<file path="src/rtl/afd_pkg.sv">
// constants and register layout of the front-end fault aggregator
package afd_pkg;
  localparam int REG_W    = 16;
  localparam int WB_ADR_W = 8;
  localparam int WB_DAT_W = 32;
  localparam int WB_SEL_W = 4;
  localparam int IDX_W    = 6;
  localparam int OW_W     = 6;
  // register indices, byte address is four times the index
  localparam logic [IDX_W-1:0] IDX_SUMMARY = 6'h00;
  localparam logic [IDX_W-1:0] IDX_DISABLE = 6'h06;
  localparam logic [IDX_W-1:0] IDX_DETAIL  = 6'h07;
  localparam logic [IDX_W-1:0] IDX_CTRL    = 6'h08;
  localparam logic [IDX_W-1:0] IDX_CONV    = 6'h09;
  localparam logic [IDX_W-1:0] IDX_NONE    = 6'h3F;
  // summary status fields
  localparam int SUM_ANY  = 0;
  localparam int SUM_WARN = 2;
  localparam int SUM_SHDN = 3;
  // detail status and disable fields
  localparam int DET_ANY        = 0;
  localparam int DET_INPUT_OC   = 1;
  localparam int DET_FIELD_OC   = 2;
  localparam int DET_COMP       = 6;
  localparam int DET_EXC        = 7;
  localparam int DET_POS_OVER   = 8;
  localparam int DET_NEG_OVER   = 9;
  localparam int DET_POS_UNDER  = 10;
  localparam int DET_NEG_UNDER  = 11;
  localparam logic [REG_W-1:0] DIS_WR_MASK = 16'h0FC6;
  localparam logic [REG_W-1:0] DIS_RST     = 16'h0000;
  // control fields
  localparam int CTL_EXC_EN   = 0;
  localparam int CTL_COMP_EN  = 1;
  localparam int CTL_FOUR_W   = 2;
  localparam int CTL_FIELD_EN = 3;
  localparam int CTL_CUR_MODE = 4;
  localparam int CTL_OW_LO    = 5;
  localparam int CTL_FUNC_LO  = 12;
  localparam int CTL_FUNC_HI  = 13;
  localparam logic [REG_W-1:0] CTL_WR_MASK = 16'h37FF;
  localparam logic [REG_W-1:0] CTL_RST     = 16'h0000;
  // converter status fields
  localparam int CNV_READY   = 0;
  localparam int CNV_FAULT   = 1;
  localparam int CNV_STANDBY = 2;
  localparam logic CNV_STANDBY_RST = 1'b1;
  // fault pin function codes
  localparam logic [1:0] FUNC_SENSE = 2'h1;
  localparam logic [1:0] FUNC_DRIVE = 2'h2;
endpackage

</file>
<file path="src/rtl/afd_reg_if.sv">
// register access carrier between bus slave and core
`timescale 1ns/1ps
interface afd_reg_if;
  import afd_pkg::*;
  logic             wr;
  logic             rd;
  logic [IDX_W-1:0] idx;
  logic [REG_W-1:0] wdata;
  logic [1:0]       be;
  logic [REG_W-1:0] rdata;
  modport bus  (output wr, rd, idx, wdata, be, input rdata);
  modport core (input wr, rd, idx, wdata, be, output rdata);
endinterface

</file>
<file path="src/rtl/afd_flag_cell.sv">
// latched flags, set by event, cleared on request, set wins
`timescale 1ns/1ps
module afd_flag_cell #(
  parameter int W = 1
) (
  // clock and reset
  input  wire logic         clk,
  input  wire logic         rst_b,
  // events
  input  wire logic [W-1:0] set,
  input  wire logic [W-1:0] clr,
  // state
  output wire logic [W-1:0] flag
);
  typedef struct packed {
    logic [W-1:0] flag;
  } afd_cell_state_t;

  afd_cell_state_t s;
  afd_cell_state_t next_s;

  always_comb
  begin
    next_s = s;
    next_s.flag = set | (s.flag & ~clr);
  end

  always_ff @(posedge clk)
  begin
    if (!rst_b)
      s <= '0;
    else
      s <= next_s;
  end

  assign flag = s.flag;
endmodule // afd_flag_cell

</file>
<file path="src/rtl/afd_wb_slave.sv">
// classic wishbone slave front end
`timescale 1ns/1ps
module afd_wb_slave (
  // clock and reset
  input  wire logic                           clk,
  input  wire logic                           rst_b,
  // wishbone
  input  wire logic                           cyc_i,
  input  wire logic                           stb_i,
  input  wire logic                           we_i,
  input  wire logic [afd_pkg::WB_ADR_W-1:0]   adr_i,
  input  wire logic [afd_pkg::WB_SEL_W-1:0]   sel_i,
  input  wire logic [afd_pkg::WB_DAT_W-1:0]   dat_i,
  output wire logic [afd_pkg::WB_DAT_W-1:0]   dat_o,
  output wire logic                           ack_o,
  // register side
  afd_reg_if.bus                              rif
);
  import afd_pkg::*;

  typedef struct packed {
    logic                ack;
    logic [WB_DAT_W-1:0] dat;
  } afd_wb_state_t;

  afd_wb_state_t s;
  afd_wb_state_t next_s;
  logic          take;

  assign take = cyc_i & stb_i & ~s.ack;
  assign rif.wr = take & we_i;
  assign rif.rd = take & ~we_i;
  assign rif.wdata = dat_i[REG_W-1:0];
  assign rif.be = sel_i[1:0];
  assign rif.idx = (adr_i[1:0] == 2'h0) ? adr_i[WB_ADR_W-1:2] : IDX_NONE;

  always_comb
  begin
    next_s = s;
    next_s.ack = take;
    if (rif.rd)
      next_s.dat = {16'h0000, rif.rdata};
  end

  always_ff @(posedge clk)
  begin
    if (!rst_b)
      s <= '0;
    else
      s <= next_s;
  end

  assign ack_o = s.ack;
  assign dat_o = s.dat;
endmodule // afd_wb_slave

</file>
<file path="src/rtl/afd_top.sv">
// front-end diagnostic fault aggregator, top level
// How it works
// - fault pin pulled low while any summary or detail error bit is set
// - pin function drive: converter also pulls pin low on its own error
// - pin function sense: pin level ORed with converter errors into flag
// - sensed pin level is a plain input, latched into converter fault flag with each result in sense mode
// - converter fault flag refreshed only when a result is written
// - overtemperature warning latched, cleared by reading summary register
// - shutdown forces voltage mode, sources and field off, latches flag
// - register bus keeps working during thermal shutdown
// - temperature back below threshold clears summary bit 0, restores functions
// - four over/under flags at detail bits 11 to 8 while condition lasts
// - any detail flag also sets summary bit 0
// - over/under flags enabled at reset, suppressed by disable bits
// - open-wire currents source or sink 1 or 100 uA, off at reset
// - excitation compliance flag set while excitation on and limit exceeded
// - compensation compliance flag set while compensation on and exceeded
// - four-wire mode switches off only the compensation current
// - ready flag high during calibration, cleared at end, then standby
`timescale 1ns/1ps
module afd_top (
  // clock and reset
  input  wire logic                          CLOCK,
  input  wire logic                          RST_B,
  // wishbone slave
  input  wire logic                          WB_CYC_I,
  input  wire logic                          WB_STB_I,
  input  wire logic                          WB_WE_I,
  input  wire logic [afd_pkg::WB_ADR_W-1:0]  WB_ADR_I,
  input  wire logic [afd_pkg::WB_SEL_W-1:0]  WB_SEL_I,
  input  wire logic [afd_pkg::WB_DAT_W-1:0]  WB_DAT_I,
  output wire logic [afd_pkg::WB_DAT_W-1:0]  WB_DAT_O,
  output wire logic                          WB_ACK_O,
  // comparator levels
  input  wire logic                          OVERTEMP_IN,
  input  wire logic                          SHUTDOWN_TEMP_IN,
  input  wire logic                          POS_OVER_IN,
  input  wire logic                          NEG_OVER_IN,
  input  wire logic                          POS_UNDER_IN,
  input  wire logic                          NEG_UNDER_IN,
  input  wire logic                          FIELD_OC_IN,
  input  wire logic                          INPUT_OC_IN,
  input  wire logic                          EXC_COMPLY_IN,
  input  wire logic                          COMP_COMPLY_IN,
  // converter events
  input  wire logic                          CONV_DONE,
  input  wire logic                          CAL_START,
  input  wire logic                          CAL_END,
  input  wire logic                          ADC_INT_ERR,
  // shared open-drain fault pin
  input  wire logic                          FAULT_N_I,
  output wire logic                          FAULT_N_O,
  output wire logic                          FAULT_N_OE,
  // analog controls
  output wire logic                          EXC_EN,
  output wire logic                          COMP_EN,
  output wire logic                          FIELD_EN,
  output wire logic                          CURRENT_MODE,
  output wire logic                          PGA_SHDN,
  output wire logic [afd_pkg::OW_W-1:0]      OW_CTRL
);
  import afd_pkg::*;

  typedef struct packed {
    logic [REG_W-1:0] dis_mask;
    logic [REG_W-1:0] ctrl;
    logic [REG_W-1:0] detail;
    logic             ot_live;
    logic             sd_live;
    logic             conv_fault;
    logic             ready;
    logic             standby;
    logic             pin_lvl;
    logic             fault_oe;
    logic             exc_en;
    logic             comp_en;
    logic             field_en;
    logic             cur_mode;
    logic             pga_shdn;
    logic [OW_W-1:0]  ow;
  } afd_top_state_t;

  afd_top_state_t   s;
  afd_top_state_t   next_s;
  afd_reg_if        rif ();
  logic [1:0]       temp_flag;
  logic [REG_W-1:0] summary_val;
  logic [REG_W-1:0] conv_val;
  logic [REG_W-1:0] rdata;
  logic [1:0]       pin_func;
  logic             rd_summary;
  logic             afe_any;
  logic             func_sense;
  logic             func_drive;
  logic [REG_W-1:0] det_raw;

  function automatic logic [REG_W-1:0] lane_merge(
    input logic [REG_W-1:0] old_v,
    input logic [REG_W-1:0] new_v,
    input logic [1:0]       be,
    input logic [REG_W-1:0] wmask
  );
    logic [REG_W-1:0] m;
    m = {{8{be[1]}}, {8{be[0]}}} & wmask;
    return (old_v & ~m) | (new_v & m);
  endfunction

  // bus slave keeps running in shutdown: no path gates it by temperature
  afd_wb_slave u_wb (
    .clk   (CLOCK),
    .rst_b (RST_B),
    .cyc_i (WB_CYC_I),
    .stb_i (WB_STB_I),
    .we_i  (WB_WE_I),
    .adr_i (WB_ADR_I),
    .sel_i (WB_SEL_I),
    .dat_i (WB_DAT_I),
    .dat_o (WB_DAT_O),
    .ack_o (WB_ACK_O),
    .rif   (rif.bus)
  );

  // summary read strobe
  assign rd_summary = rif.rd & (rif.idx == IDX_SUMMARY);

  // latched temperature flags, read of summary clears them
  afd_flag_cell #(
    .W (2)
  ) u_temp (
    .clk   (CLOCK),
    .rst_b (RST_B),
    .set   ({s.sd_live, s.ot_live}),
    .clr   ({2{rd_summary}}),
    .flag  (temp_flag)
  );

  // pin function decode
  assign pin_func = s.ctrl[CTL_FUNC_HI:CTL_FUNC_LO];
  assign func_sense = (pin_func == FUNC_SENSE);
  assign func_drive = (pin_func == FUNC_DRIVE);

  // summary register image
  always_comb
  begin
    summary_val = '0;
    summary_val[SUM_ANY] = (|s.detail) | s.ot_live | s.sd_live;
    summary_val[SUM_WARN] = temp_flag[0];
    summary_val[SUM_SHDN] = temp_flag[1];
  end

  // converter status image
  always_comb
  begin
    conv_val = '0;
    conv_val[CNV_READY] = s.ready;
    conv_val[CNV_FAULT] = s.conv_fault;
    conv_val[CNV_STANDBY] = s.standby;
  end

  // any front-end fault, summary or detail
  assign afe_any = (|summary_val) | (|s.detail);

  // read decode, unmapped indices read zero
  always_comb
  begin
    if (rif.idx == IDX_SUMMARY)
      rdata = summary_val;
    else if (rif.idx == IDX_DISABLE)
      rdata = s.dis_mask;
    else if (rif.idx == IDX_DETAIL)
      rdata = s.detail;
    else if (rif.idx == IDX_CTRL)
      rdata = s.ctrl;
    else if (rif.idx == IDX_CONV)
      rdata = conv_val;
    else
      rdata = '0;
  end

  assign rif.rdata = rdata;

  // raw detail conditions, before the disable mask
  always_comb
  begin
    det_raw = '0;
    det_raw[DET_POS_OVER] = POS_OVER_IN;
    det_raw[DET_NEG_OVER] = NEG_OVER_IN;
    det_raw[DET_POS_UNDER] = POS_UNDER_IN;
    det_raw[DET_NEG_UNDER] = NEG_UNDER_IN;
    det_raw[DET_FIELD_OC] = FIELD_OC_IN;
    det_raw[DET_INPUT_OC] = INPUT_OC_IN;
    det_raw[DET_EXC] = s.exc_en & EXC_COMPLY_IN;
    det_raw[DET_COMP] = s.comp_en & COMP_COMPLY_IN;
  end

  // next state
  always_comb
  begin
    next_s = s;
    next_s.ot_live = OVERTEMP_IN;
    next_s.sd_live = SHUTDOWN_TEMP_IN;
    next_s.pin_lvl = 1'b0;

    // register writes
    if (rif.wr)
    begin
      if (rif.idx == IDX_DISABLE)
      begin
        next_s.dis_mask = lane_merge(s.dis_mask, rif.wdata, rif.be,
                                     DIS_WR_MASK);
      end
      else if (rif.idx == IDX_CTRL)
      begin
        next_s.ctrl = lane_merge(s.ctrl, rif.wdata, rif.be, CTL_WR_MASK);
      end
    end

    // analog controls, shutdown overrides while it lasts
    next_s.exc_en = s.ctrl[CTL_EXC_EN] & ~SHUTDOWN_TEMP_IN;
    next_s.comp_en = s.ctrl[CTL_COMP_EN] & ~s.ctrl[CTL_FOUR_W]
                     & ~SHUTDOWN_TEMP_IN;
    next_s.field_en = s.ctrl[CTL_FIELD_EN] & ~SHUTDOWN_TEMP_IN;
    next_s.cur_mode = s.ctrl[CTL_CUR_MODE] & ~SHUTDOWN_TEMP_IN;
    next_s.pga_shdn = SHUTDOWN_TEMP_IN;
    if (SHUTDOWN_TEMP_IN)
      next_s.ow = '0;
    else
      next_s.ow = s.ctrl[CTL_OW_LO +: OW_W];

    // detail flags follow their conditions, masked by disable bits
    next_s.detail = det_raw & ~s.dis_mask;
    next_s.detail[DET_ANY] = |next_s.detail;

    // converter fault flag, refreshed only on a new result
    if (CONV_DONE)
    begin
      if (func_sense)
      begin
        next_s.conv_fault = ADC_INT_ERR | ~FAULT_N_I;
      end
      else
      begin
        next_s.conv_fault = ADC_INT_ERR;
      end
    end

    // calibration ready flag
    if (CAL_START)
    begin
      next_s.ready = 1'b1;
      next_s.standby = 1'b0;
    end
    else if (CAL_END)
    begin
      next_s.ready = 1'b0;
      next_s.standby = 1'b1;
    end

    // open-drain pin, front end always, converter only in drive mode
    next_s.fault_oe = afe_any
                      | (func_drive & s.conv_fault);
  end

  // state register, one reset value per field
  always_ff @(posedge CLOCK)
  begin
    if (!RST_B)
    begin
      s.dis_mask <= DIS_RST;
      s.ctrl <= CTL_RST;
      s.detail <= '0;
      s.ot_live <= 1'b0;
      s.sd_live <= 1'b0;
      s.conv_fault <= 1'b0;
      s.ready <= 1'b0;
      s.standby <= CNV_STANDBY_RST;
      s.pin_lvl <= 1'b0;
      s.fault_oe <= 1'b0;
      s.exc_en <= 1'b0;
      s.comp_en <= 1'b0;
      s.field_en <= 1'b0;
      s.cur_mode <= 1'b0;
      s.pga_shdn <= 1'b0;
      s.ow <= '0;
    end
    else
      s <= next_s;
  end

  // outputs straight from the state flops
  assign FAULT_N_O = s.pin_lvl;
  assign FAULT_N_OE = s.fault_oe;
  assign EXC_EN = s.exc_en;
  assign COMP_EN = s.comp_en;
  assign FIELD_EN = s.field_en;
  assign CURRENT_MODE = s.cur_mode;
  assign PGA_SHDN = s.pga_shdn;
  assign OW_CTRL = s.ow;
endmodule // afd_top

</file>
<file path="config.mk">
export PLATFORM = sky130hd
export DESIGN_NAME = afd_top
export DESIGN_NICKNAME = d
export VERILOG_FILES = /design/src/rtl/afd_pkg.sv /design/src/rtl/afd_reg_if.sv /design/src/rtl/afd_flag_cell.sv /design/src/rtl/afd_wb_slave.sv /design/src/rtl/afd_top.sv
export SDC_FILE = /design/constraint.sdc
export NUM_CORES = 1
export LEC_CHECK = 0
export BUFFER_PORTS_ARGS = -buffer_cell sky130_fd_sc_hd__buf_2
export CAP_MARGIN = 20
export CELL_PAD_IN_SITES_DETAIL_PLACEMENT = 2
export CELL_PAD_IN_SITES_GLOBAL_PLACEMENT = 2
export CORE_MARGIN = 1.5
export CORE_UTILIZATION = 27
export CTS_BUF_LIST = sky130_fd_sc_hd__clkbuf_8
export DETAILED_ROUTE_END_ITERATION = 12
export PLACE_DENSITY = 0.87
export SYNTH_ARGS = -nofsm -noshare
export SYNTH_HDL_FRONTEND = slang
export SYNTH_SLANG_ARGS = --single-unit
</file>
<file path="constraint.sdc">
create_clock -name CLOCK -period 1.97 [get_ports CLOCK]
set_input_delay 0.197 -clock CLOCK [delete_from_list [all_inputs] [get_ports CLOCK]]
set_output_delay 0.197 -clock CLOCK [all_outputs]
set_load 0.01 [all_outputs]
</file>
==> impl_metrics.sql, run 1 <==
INSERT INTO impl_metrics (metric_group, metric, value, unit) VALUES
('cts', 'clock_latency_on_the_worst_skew_pair', '0.34', 'ns'),
('timing', 'finalMaxSlewViolations', '0', ''),
('routing', 'detail_route.first_pass.iterations', '4', ''),
('worst_setup_path', 'logic_depth_of_the_worst_register_to_register_path', '5', ''),
('placed_design', 'port-buffer-count', '70', ''),
('worst_setup_path', 'element_type_at_the_critical_path_start', 'register', ''),
('die', 'io_pins', '110', ''),
('worst_setup_path', 'critical_path.top_delay_family', 'simple AND/OR/NAND/NOR gates', ''),
('worst_setup_path', 'worst-endpoint-arrival', '1.91', 'ns'),
('die', 'die_x', '102', 'um'),
('worst_setup_path', 'reg2reg_to', 'u_wb.dat_o[10]', ''),
('finish', 'drive_above_1_share', '27.5', '%'),
('timing', 'timing.hold.ws', '0.0435', 'ns'),
('placed_design', 'post-place-cells', '487', ''),
('worst_setup_path', 'timing.critical_path.cells', 'nor4bb_1, buf_4, nand3_2, or2_1, o22ai_1', ''),
('timing', 'setup_viol', '0', ''),
('grt', 'grt_antenna_before_repair', '0', ''),
('timing', 'final.period_utilization', '84.2', '%'),
('die', 'initial_core_util', '28.1', '%'),
('worst_setup_path', 'path_depth', '5', ''),
('flow_run', 'timing.max_cap.violations', '0', ''),
('die', 'fp.dieH', '102', 'um'),
('logic_synthesis', 'ys_async_sr_fraction', '0', '%'),
('routing', 'dr.first_iter.drc_count', '86', ''),
('cts', 'cts_root_buf', 'clkbuf_8', ''),
('power', 'static-leakage-power', '1.36', 'nW'),
('timing', 'timing.final.hold_violations', '0', ''),
('power', 'irDropWorstVdd', '0.263', 'mV'),
('routing', 'routed_wl', '8610', 'um'),
('logic_synthesis', 'yosys.area.top_type_share', '48.1', '%'),
('worst_setup_path', 'crit_fanout', '10', ''),
('worst_setup_path', 'setup.reg_to_reg.worst_slack', '0.31', 'ns'),
('worst_setup_path', 'timing_worst_setup_path_type', 'reg -> reg', ''),
('timing', 'worst_slew_pin_slew', '0.575', 'ns'),
('cts', 'cts_hold_repair.buffers', '0', ''),
('routing', 'drt-vias-per-instance', '4.84', ''),
('die', 'fp.coreArea', '9330', 'um^2'),
('min_path', 'worstHoldStart', 'CONV_DONE', ''),
('logic_synthesis', 'netlist_top_cells_area', 'dfxtp_1 (48%), buf_4 (7.2%), nand3_1 (5.0%), o21ai_0 (5.0%), nand2_1 (3.9%)', ''),
('routing', 'drtAntennaViolNets', '0', ''),
('logic_synthesis', 'netlist_area', '2620', 'um^2'),
('min_path', 'hp-class', 'in -> reg', ''),
('finish', 'number_of_non_filler_instances_in_the_completed_layout', '503', ''),
('worst_setup_path', 'path_buf_inv', '1', ''),
('cts', 'ctsResizeCount', '0', ''),
('cts', 'clock_sink_count', '63', ''),
('worst_setup_path', 'critPathSlowestCell', 'or2_1', ''),
('routing', 'detail_route.wl_per_cell', '17.1', 'um'),
('routing', 'detailroute.via_count', '2434', ''),
('timing', 'period_minus_slack', '1.66', 'ns'),
('worst_setup_path', 'r2r_start', 'u_wb.ack_o', ''),
('finish', 'antenna_cells', '0', ''),
('logic_synthesis', 'total_number_of_yosys_warnings', '0', ''),
('routing', 'drc_errors', '0', ''),
('timing', 'tns', '0', 'ns'),
('cts', 'postCtsSetupBuffers', '0', ''),
('worst_setup_path', 'critical_path.max_stage_delay', '0.37', 'ns'),
('finish', 'layout_nets', '433', ''),
('finish', 'flow.area_growth_from_synthesis', '22.4', '%'),
('outcome', 'status', 'finished clean', ''),
('placed_design', 'place_congestion', '0.891', ''),
('worst_setup_path', 'setup.worst_path.end', 'u_wb.dat_o[10]', ''),
('logic_synthesis', 'yosys_top_cell_by_area', 'dfxtp_1', ''),
('logic_synthesis', 'syn_area_per_cell', '8.78', 'um^2'),
('timing', 'timing.slew.headroom', '61.5', '%'),
('logic_synthesis', 'postSynthRegisterBits', '63', ''),
('power', 'p_total', '0.00252', 'W'),
('grt', 'grt_util_all_layers', '17.7', '%'),
('grt', 'maximum_number_of_pins_on_one_net_before_global_route_repair', '27', ''),
('cts', 'clockBufferDepth', '2', ''),
('timing', 'worst_clock_skew', '0.0111', 'ns');
==> per-layer routing <==
| metal | track usage, % | part of all wire, % | vias to the layer above |
|---|---|---|---|
| met5 | 0 | 0 | - |
| met4 | 5.24 | 1.1 | 0 |
| met3 | 3.11 | 5.1 | 10 |
| met2 | 31.2 | 51 | 68 |
| met1 | 22.0 | 43 | 1191 |
| li1 | - | - | 1165 |
==> kinds of logic after synthesis <==
kind of cell	Yosys count	share of synthesized area, %
flip-flops	63	48.1
other	1	0.143
AND/OR/NAND/NOR	123	25.4
AO/OA/AOI/OAI	67	16.3
buffers and inverters	45	10.1
==> cell type report <==
class,instances,area [um^2]
Tap cell,129,161
Clock buffer,11,151
Sequential cell,63,1260
Fill cell,1100,6120
Inverter,6,22.5
Timing Repair Buffer,80,425
Clock inverter,5,25.0
Multi-Input combinational cell,209,1160
==> metrics by stage <==
stage | worst slack (ns) | util, %
2_1_floorplan | 0.506 | -
3_3_place_gp | 0.374 | 32.5
3_5_place_dp | 0.272 | 32.5
4_1_cts | 0.310 | 34.4
5_1_grt | 0.241 | 34.4
6_report | 0.312 | 34.4
==> synth_stat cells, types with 2 or more instances <==
library cell  instances
nand2b_1              4
inv_1                 5
nor3_1                9
nor4bb_1              2
nand3_1              26
nand2_1              27
and3_1                2
buf_4                25
o22ai_1               7
clkbuf_1              9
dfxtp_1              63
a21oi_1               8
nor2_1               18
buf_2                 2
o21ai_0              26
nor3b_1               2
a22oi_1              12
and2_1               12
buf_1                 3
nor4_1                4
a31o_2                2
nand4_1               6
a2bb2oi_1             5
==> worst min-delay path by stage <==
stage,end,slack [ns],cells after the start
after floorplan,COMP_EN,0.28,1
final,conv_val[1],0.04,2
after detailed placement,conv_val[1],0.41,2
after global placement,conv_val[1],0.39,2
after global routing,conv_val[1],0.05,2
after CTS,conv_val[1],0.04,2
==> where the power goes <==
| group | switching [W] | total, W | internal (W) |
|---|---|---|---|
| clock | 0.000509 | 0.00102 | 0.000512 |
| sequential | 0.0000161 | 0.00131 | 0.00129 |
| combinational | 0.000121 | 0.000189 | 0.0000682 |
==> layout by cell type, fill, tap and decap left out, types with 2 or more instances in the layout <==
cell type / synthesis / final
inv_1: 5 / 7
clkbuf_8: 0 / 11
nand4_1: 6 / 6
a31o_2: 2 / 2
nand2b_1: 4 / 4
a2bb2oi_1: 5 / 5
and3_1: 2 / 2
buf_4: 25 / 10
and2_1: 12 / 12
nand2_1: 27 / 27
o21ai_0: 26 / 26
o22ai_1: 7 / 7
dfxtp_1: 63 / 63
nor2_1: 18 / 18
nor4bb_1: 2 / 2
nor3b_1: 2 / 2
nor3_1: 9 / 9
conb_1: 1 / 19
nand3_1: 26 / 26
nor4_1: 4 / 4
buf_2: 2 / 70
a21oi_1: 8 / 8
clkinv_2: 0 / 2
a22oi_1: 12 / 12
No activity file was read; power rests on OpenSTA's default activity.
==> run 2, diff against run 1 <==
- CORE_UTILIZATION: 27 -> 25
- PLACE_DENSITY: 0.87 -> 0.85
- clock period: 1.97 -> 1.38 ns (I/O delays scaled with it)
==> run 2 against run 1 <==
The run now ends with setup timing left. Utilization is 0.46 points lower. Cell count is 4.6% higher. Critical path depth stayed put. Largest cell class unchanged. Largest power group unchanged.
==> impl_metrics.sql, run 2 (synthesis gave the netlist of run 1 again) <==
INSERT INTO impl_metrics (metric_group, metric, value, unit) VALUES
('finish', 'layout.cells.most_common_list', 'buf_2 (70), dfxtp_1 (62), nand2_1 (27), nand3_1 (25), o21ai_0 (25)', ''),
('die', 'io_pins', '110', ''),
('worst_setup_path', 'path_buf_inv', '1', ''),
('worst_setup_path', 'timing.critical_path.cells', 'nor4bb_4, buf_4, nand3_4, or2_4, o22ai_2', ''),
('timing', 'finalMaxSlewViolations', '0', ''),
('cts', 'cts-buffers-inserted', '9', ''),
('die', 'fp.dieArea', '11100', 'um^2'),
('worst_setup_path', 'worst-endpoint-arrival', '1.69', 'ns'),
('cts', 'clock_sink_count', '63', ''),
('cts', 'clk_transition_reported_paths', '0.07', 'ns'),
('die', 'fp.dieH', '105', 'um'),
('timing', 'setup_repair_after_global_routing_missed_its_margin', 'yes', ''),
('timing', 'max_clock_freq', '702', 'MHz'),
('min_path', 'hp-class', 'in -> reg', ''),
('placed_design', 'port-buffer-count', '70', ''),
('worst_setup_path', 'element_type_at_the_critical_path_start', 'register', ''),
('timing', 'timing.slew.headroom', '47.6', '%'),
('placed_design', 'place_congestion', '0.834', ''),
('worst_setup_path', 'cp.required', '1.65', 'ns'),
('power', 'static-leakage-power', '1.46', 'nW'),
('cts', 'cts_root_buf', 'clkbuf_8', ''),
('timing', 'setup_viol', '8', ''),
('worst_setup_path', 'logic_depth_of_the_worst_register_to_register_path', '5', ''),
('placed_design', 'dp_slack', '-0.131', 'ns'),
('grt', 'grt_antenna_before_repair', '0', ''),
('finish', 'layout_commonest_cell', 'buf_2', ''),
('routing', 'routed_wl', '9190', 'um'),
('min_path', 'whs_endpoint', 'conv_val[2]', ''),
('grt', 'grt-ovfl-total', '0', ''),
('cts', 'clockBufferDepth', '2', ''),
('cts', 'cts_tree', 'yes', ''),
('die', 'die_x', '105', 'um'),
('routing', 'drt-vias-per-instance', '4.83', ''),
('finish', 'fillers', '1163', ''),
('cts', 'clock_latency_on_the_worst_skew_pair', '0.34', 'ns'),
('grt', 'grt_util_all_layers', '17.3', '%'),
('die', 'initial_core_util', '25.6', '%'),
('worst_setup_path', 'crit_fanout', '6', ''),
('die', 'fp.coreArea', '10200', 'um^2'),
('routing', 'drtAntennaViolNets', '0', ''),
('worst_setup_path', 'critical_path.top_delay_family', 'simple AND/OR/NAND/NOR gates', ''),
('timing', 'worst_clock_skew', '0.00889', 'ns'),
('finish', 'flow.area_growth_from_synthesis', '32.5', '%'),
('worst_setup_path', 'reg2reg_to', 'u_wb.dat_o[8]', ''),
('worst_setup_path', 'timing_worst_setup_path_type', 'reg -> reg', ''),
('power', 'p_total', '0.00380', 'W'),
('worst_setup_path', 'setup.reg_to_reg.worst_slack', '-0.04', 'ns'),
('routing', 'detailroute.via_count', '2541', ''),
('worst_setup_path', 'r2r_start', 'u_wb.ack_o', ''),
('finish', 'antenna_cells', '0', ''),
('finish', 'drive_above_1_share', '34.1', '%'),
('timing', 'period_minus_slack', '1.42', 'ns'),
('timing', 'timing.final.hold_violations', '0', ''),
('outcome', 'status', 'complete, but fails checks', ''),
('grt', 'maximum_number_of_pins_on_one_net_before_global_route_repair', '29', ''),
('routing', 'detail_route.wl_per_cell', '17.5', 'um'),
('placed_design', 'place.detailed.hpwl', '6820', 'um'),
('min_path', 'hold_depth', '2', ''),
('worst_setup_path', 'critical_path.max_stage_delay', '0.37', 'ns'),
('flow_run', 'timing.max_cap.violations', '0', ''),
('grt', 'grt_pass1_wl', '14700', 'um'),
('grt', 'first_global_vias', '2772', ''),
('cts', 'htreeDepth', '3', ''),
('outcome', 'failed_checks', 'setup timing', ''),
('worst_setup_path', 'critical_path.endpoint_type', 'register', ''),
('min_path', 'worstHoldStart', 'CAL_START', ''),
('timing', 'postLayoutSetupSlackWorst', '-0.0446', 'ns'),
('timing', 'worst_slew_pin_slew', '0.779', 'ns'),
('routing', 'dr.first_iter.drc_count', '51', ''),
('power', 'cellPowerDensity', '1090', 'nW/um^2'),
('finish', 'layout_nets', '449', ''),
('power', 'irDropWorstVdd', '0.449', 'mV'),
('routing', 'detail_route.first_pass.iterations', '4', ''),
('timing', 'final.period_utilization', '103', '%'),
('die', 'rows', '37', ''),
('worst_setup_path', 'critPathSlowestCell', 'dfxtp_4', ''),
('routing', 'drc_errors', '0', '');
run 2: cell types whose count changed in the layout (fill, tap and decap cells not counted), moves of 2 or more:
cell / delta
a21oi_2: +3
a21oi_1: -3
dlygate4sd3_1: +3
inv_1: -2
o22ai_1: -4
buf_4: +12
o22ai_2: +4
nand3_4: +2
clkbuf_8: -2
run 2: area by class of cell:
class / count / area [um^2] / share of cell area, %
Inverter: 6 / 22.5 / 0.648
Clock buffer: 9 / 124 / 3.56
Sequential cell: 63 / 1260 / 36.4
Clock inverter: 7 / 71.3 / 2.05
Multi-Input combinational cell: 209 / 1260 / 36.2
Timing Repair Buffer: 96 / 566 / 16.3
Tap cell: 136 / 170 / 4.90
run 2: routing by layer:
metal  share of wire (%)  track usage (%)  wire (um)
met3                 4.2             3.71        389
met4                 2.6             7.83        238
met1                  44             21.0       4080
met5                   0                0          0
met2                  49             29.1       4490
run 2: worst max path at each step:
stage / from / to / cells past startpoint
2_1_floorplan: u_wb.ack_o / u_wb.dat_o[10] / 6
3_3_place_gp: u_wb.ack_o / u_wb.dat_o[9] / 5
3_5_place_dp: u_wb.ack_o / u_wb.dat_o[6] / 5
4_1_cts: u_wb.ack_o / u_wb.dat_o[8] / 5
5_1_grt: u_wb.ack_o / u_wb.dat_o[2] / 6
6_report: u_wb.ack_o / u_wb.dat_o[8] / 5
run 2: power breakdown:
part / internal (W) / total (W) / switching, W / leakage (nW)
sequential: 0.00184 / 0.00187 / 0.0000245 / 0.512
clock: 0.000837 / 0.00162 / 0.000783 / 0.0999
combinational: 0.000124 / 0.000315 / 0.000191 / 0.846
total: 0.00280 / 0.00380 / 0.000998 / 1.46
run 2: repair_timing:
item,4_1_cts,5_1_grt
setup endpoints to repair,14,20
gates resized for setup,7,11
endpoints found under the hold margin,2,1
setup buffers,1,0
hold buffers,2,1
pin swaps,3,3
run 2: stage by stage:
| step | instance area, um^2 | setup TNS [ns] | hold slack, ns | cells | util [%] |
|---|---|---|---|---|---|
| finish | 3480 | -0.188 | 0.0167 | 526 | 34.0 |
| global route | 3480 | -0.924 | 0.0290 | 526 | 34.0 |
| CTS | 3400 | -0.209 | 0.00513 | 525 | 33.2 |
| detailed placement | 3150 | -0.881 | 0.334 | 506 | 30.8 |
| global placement | 3150 | -0.854 | 0.329 | 506 | 30.8 |
| floorplan | 2700 | -0.285 | 0.217 | 317 | - |
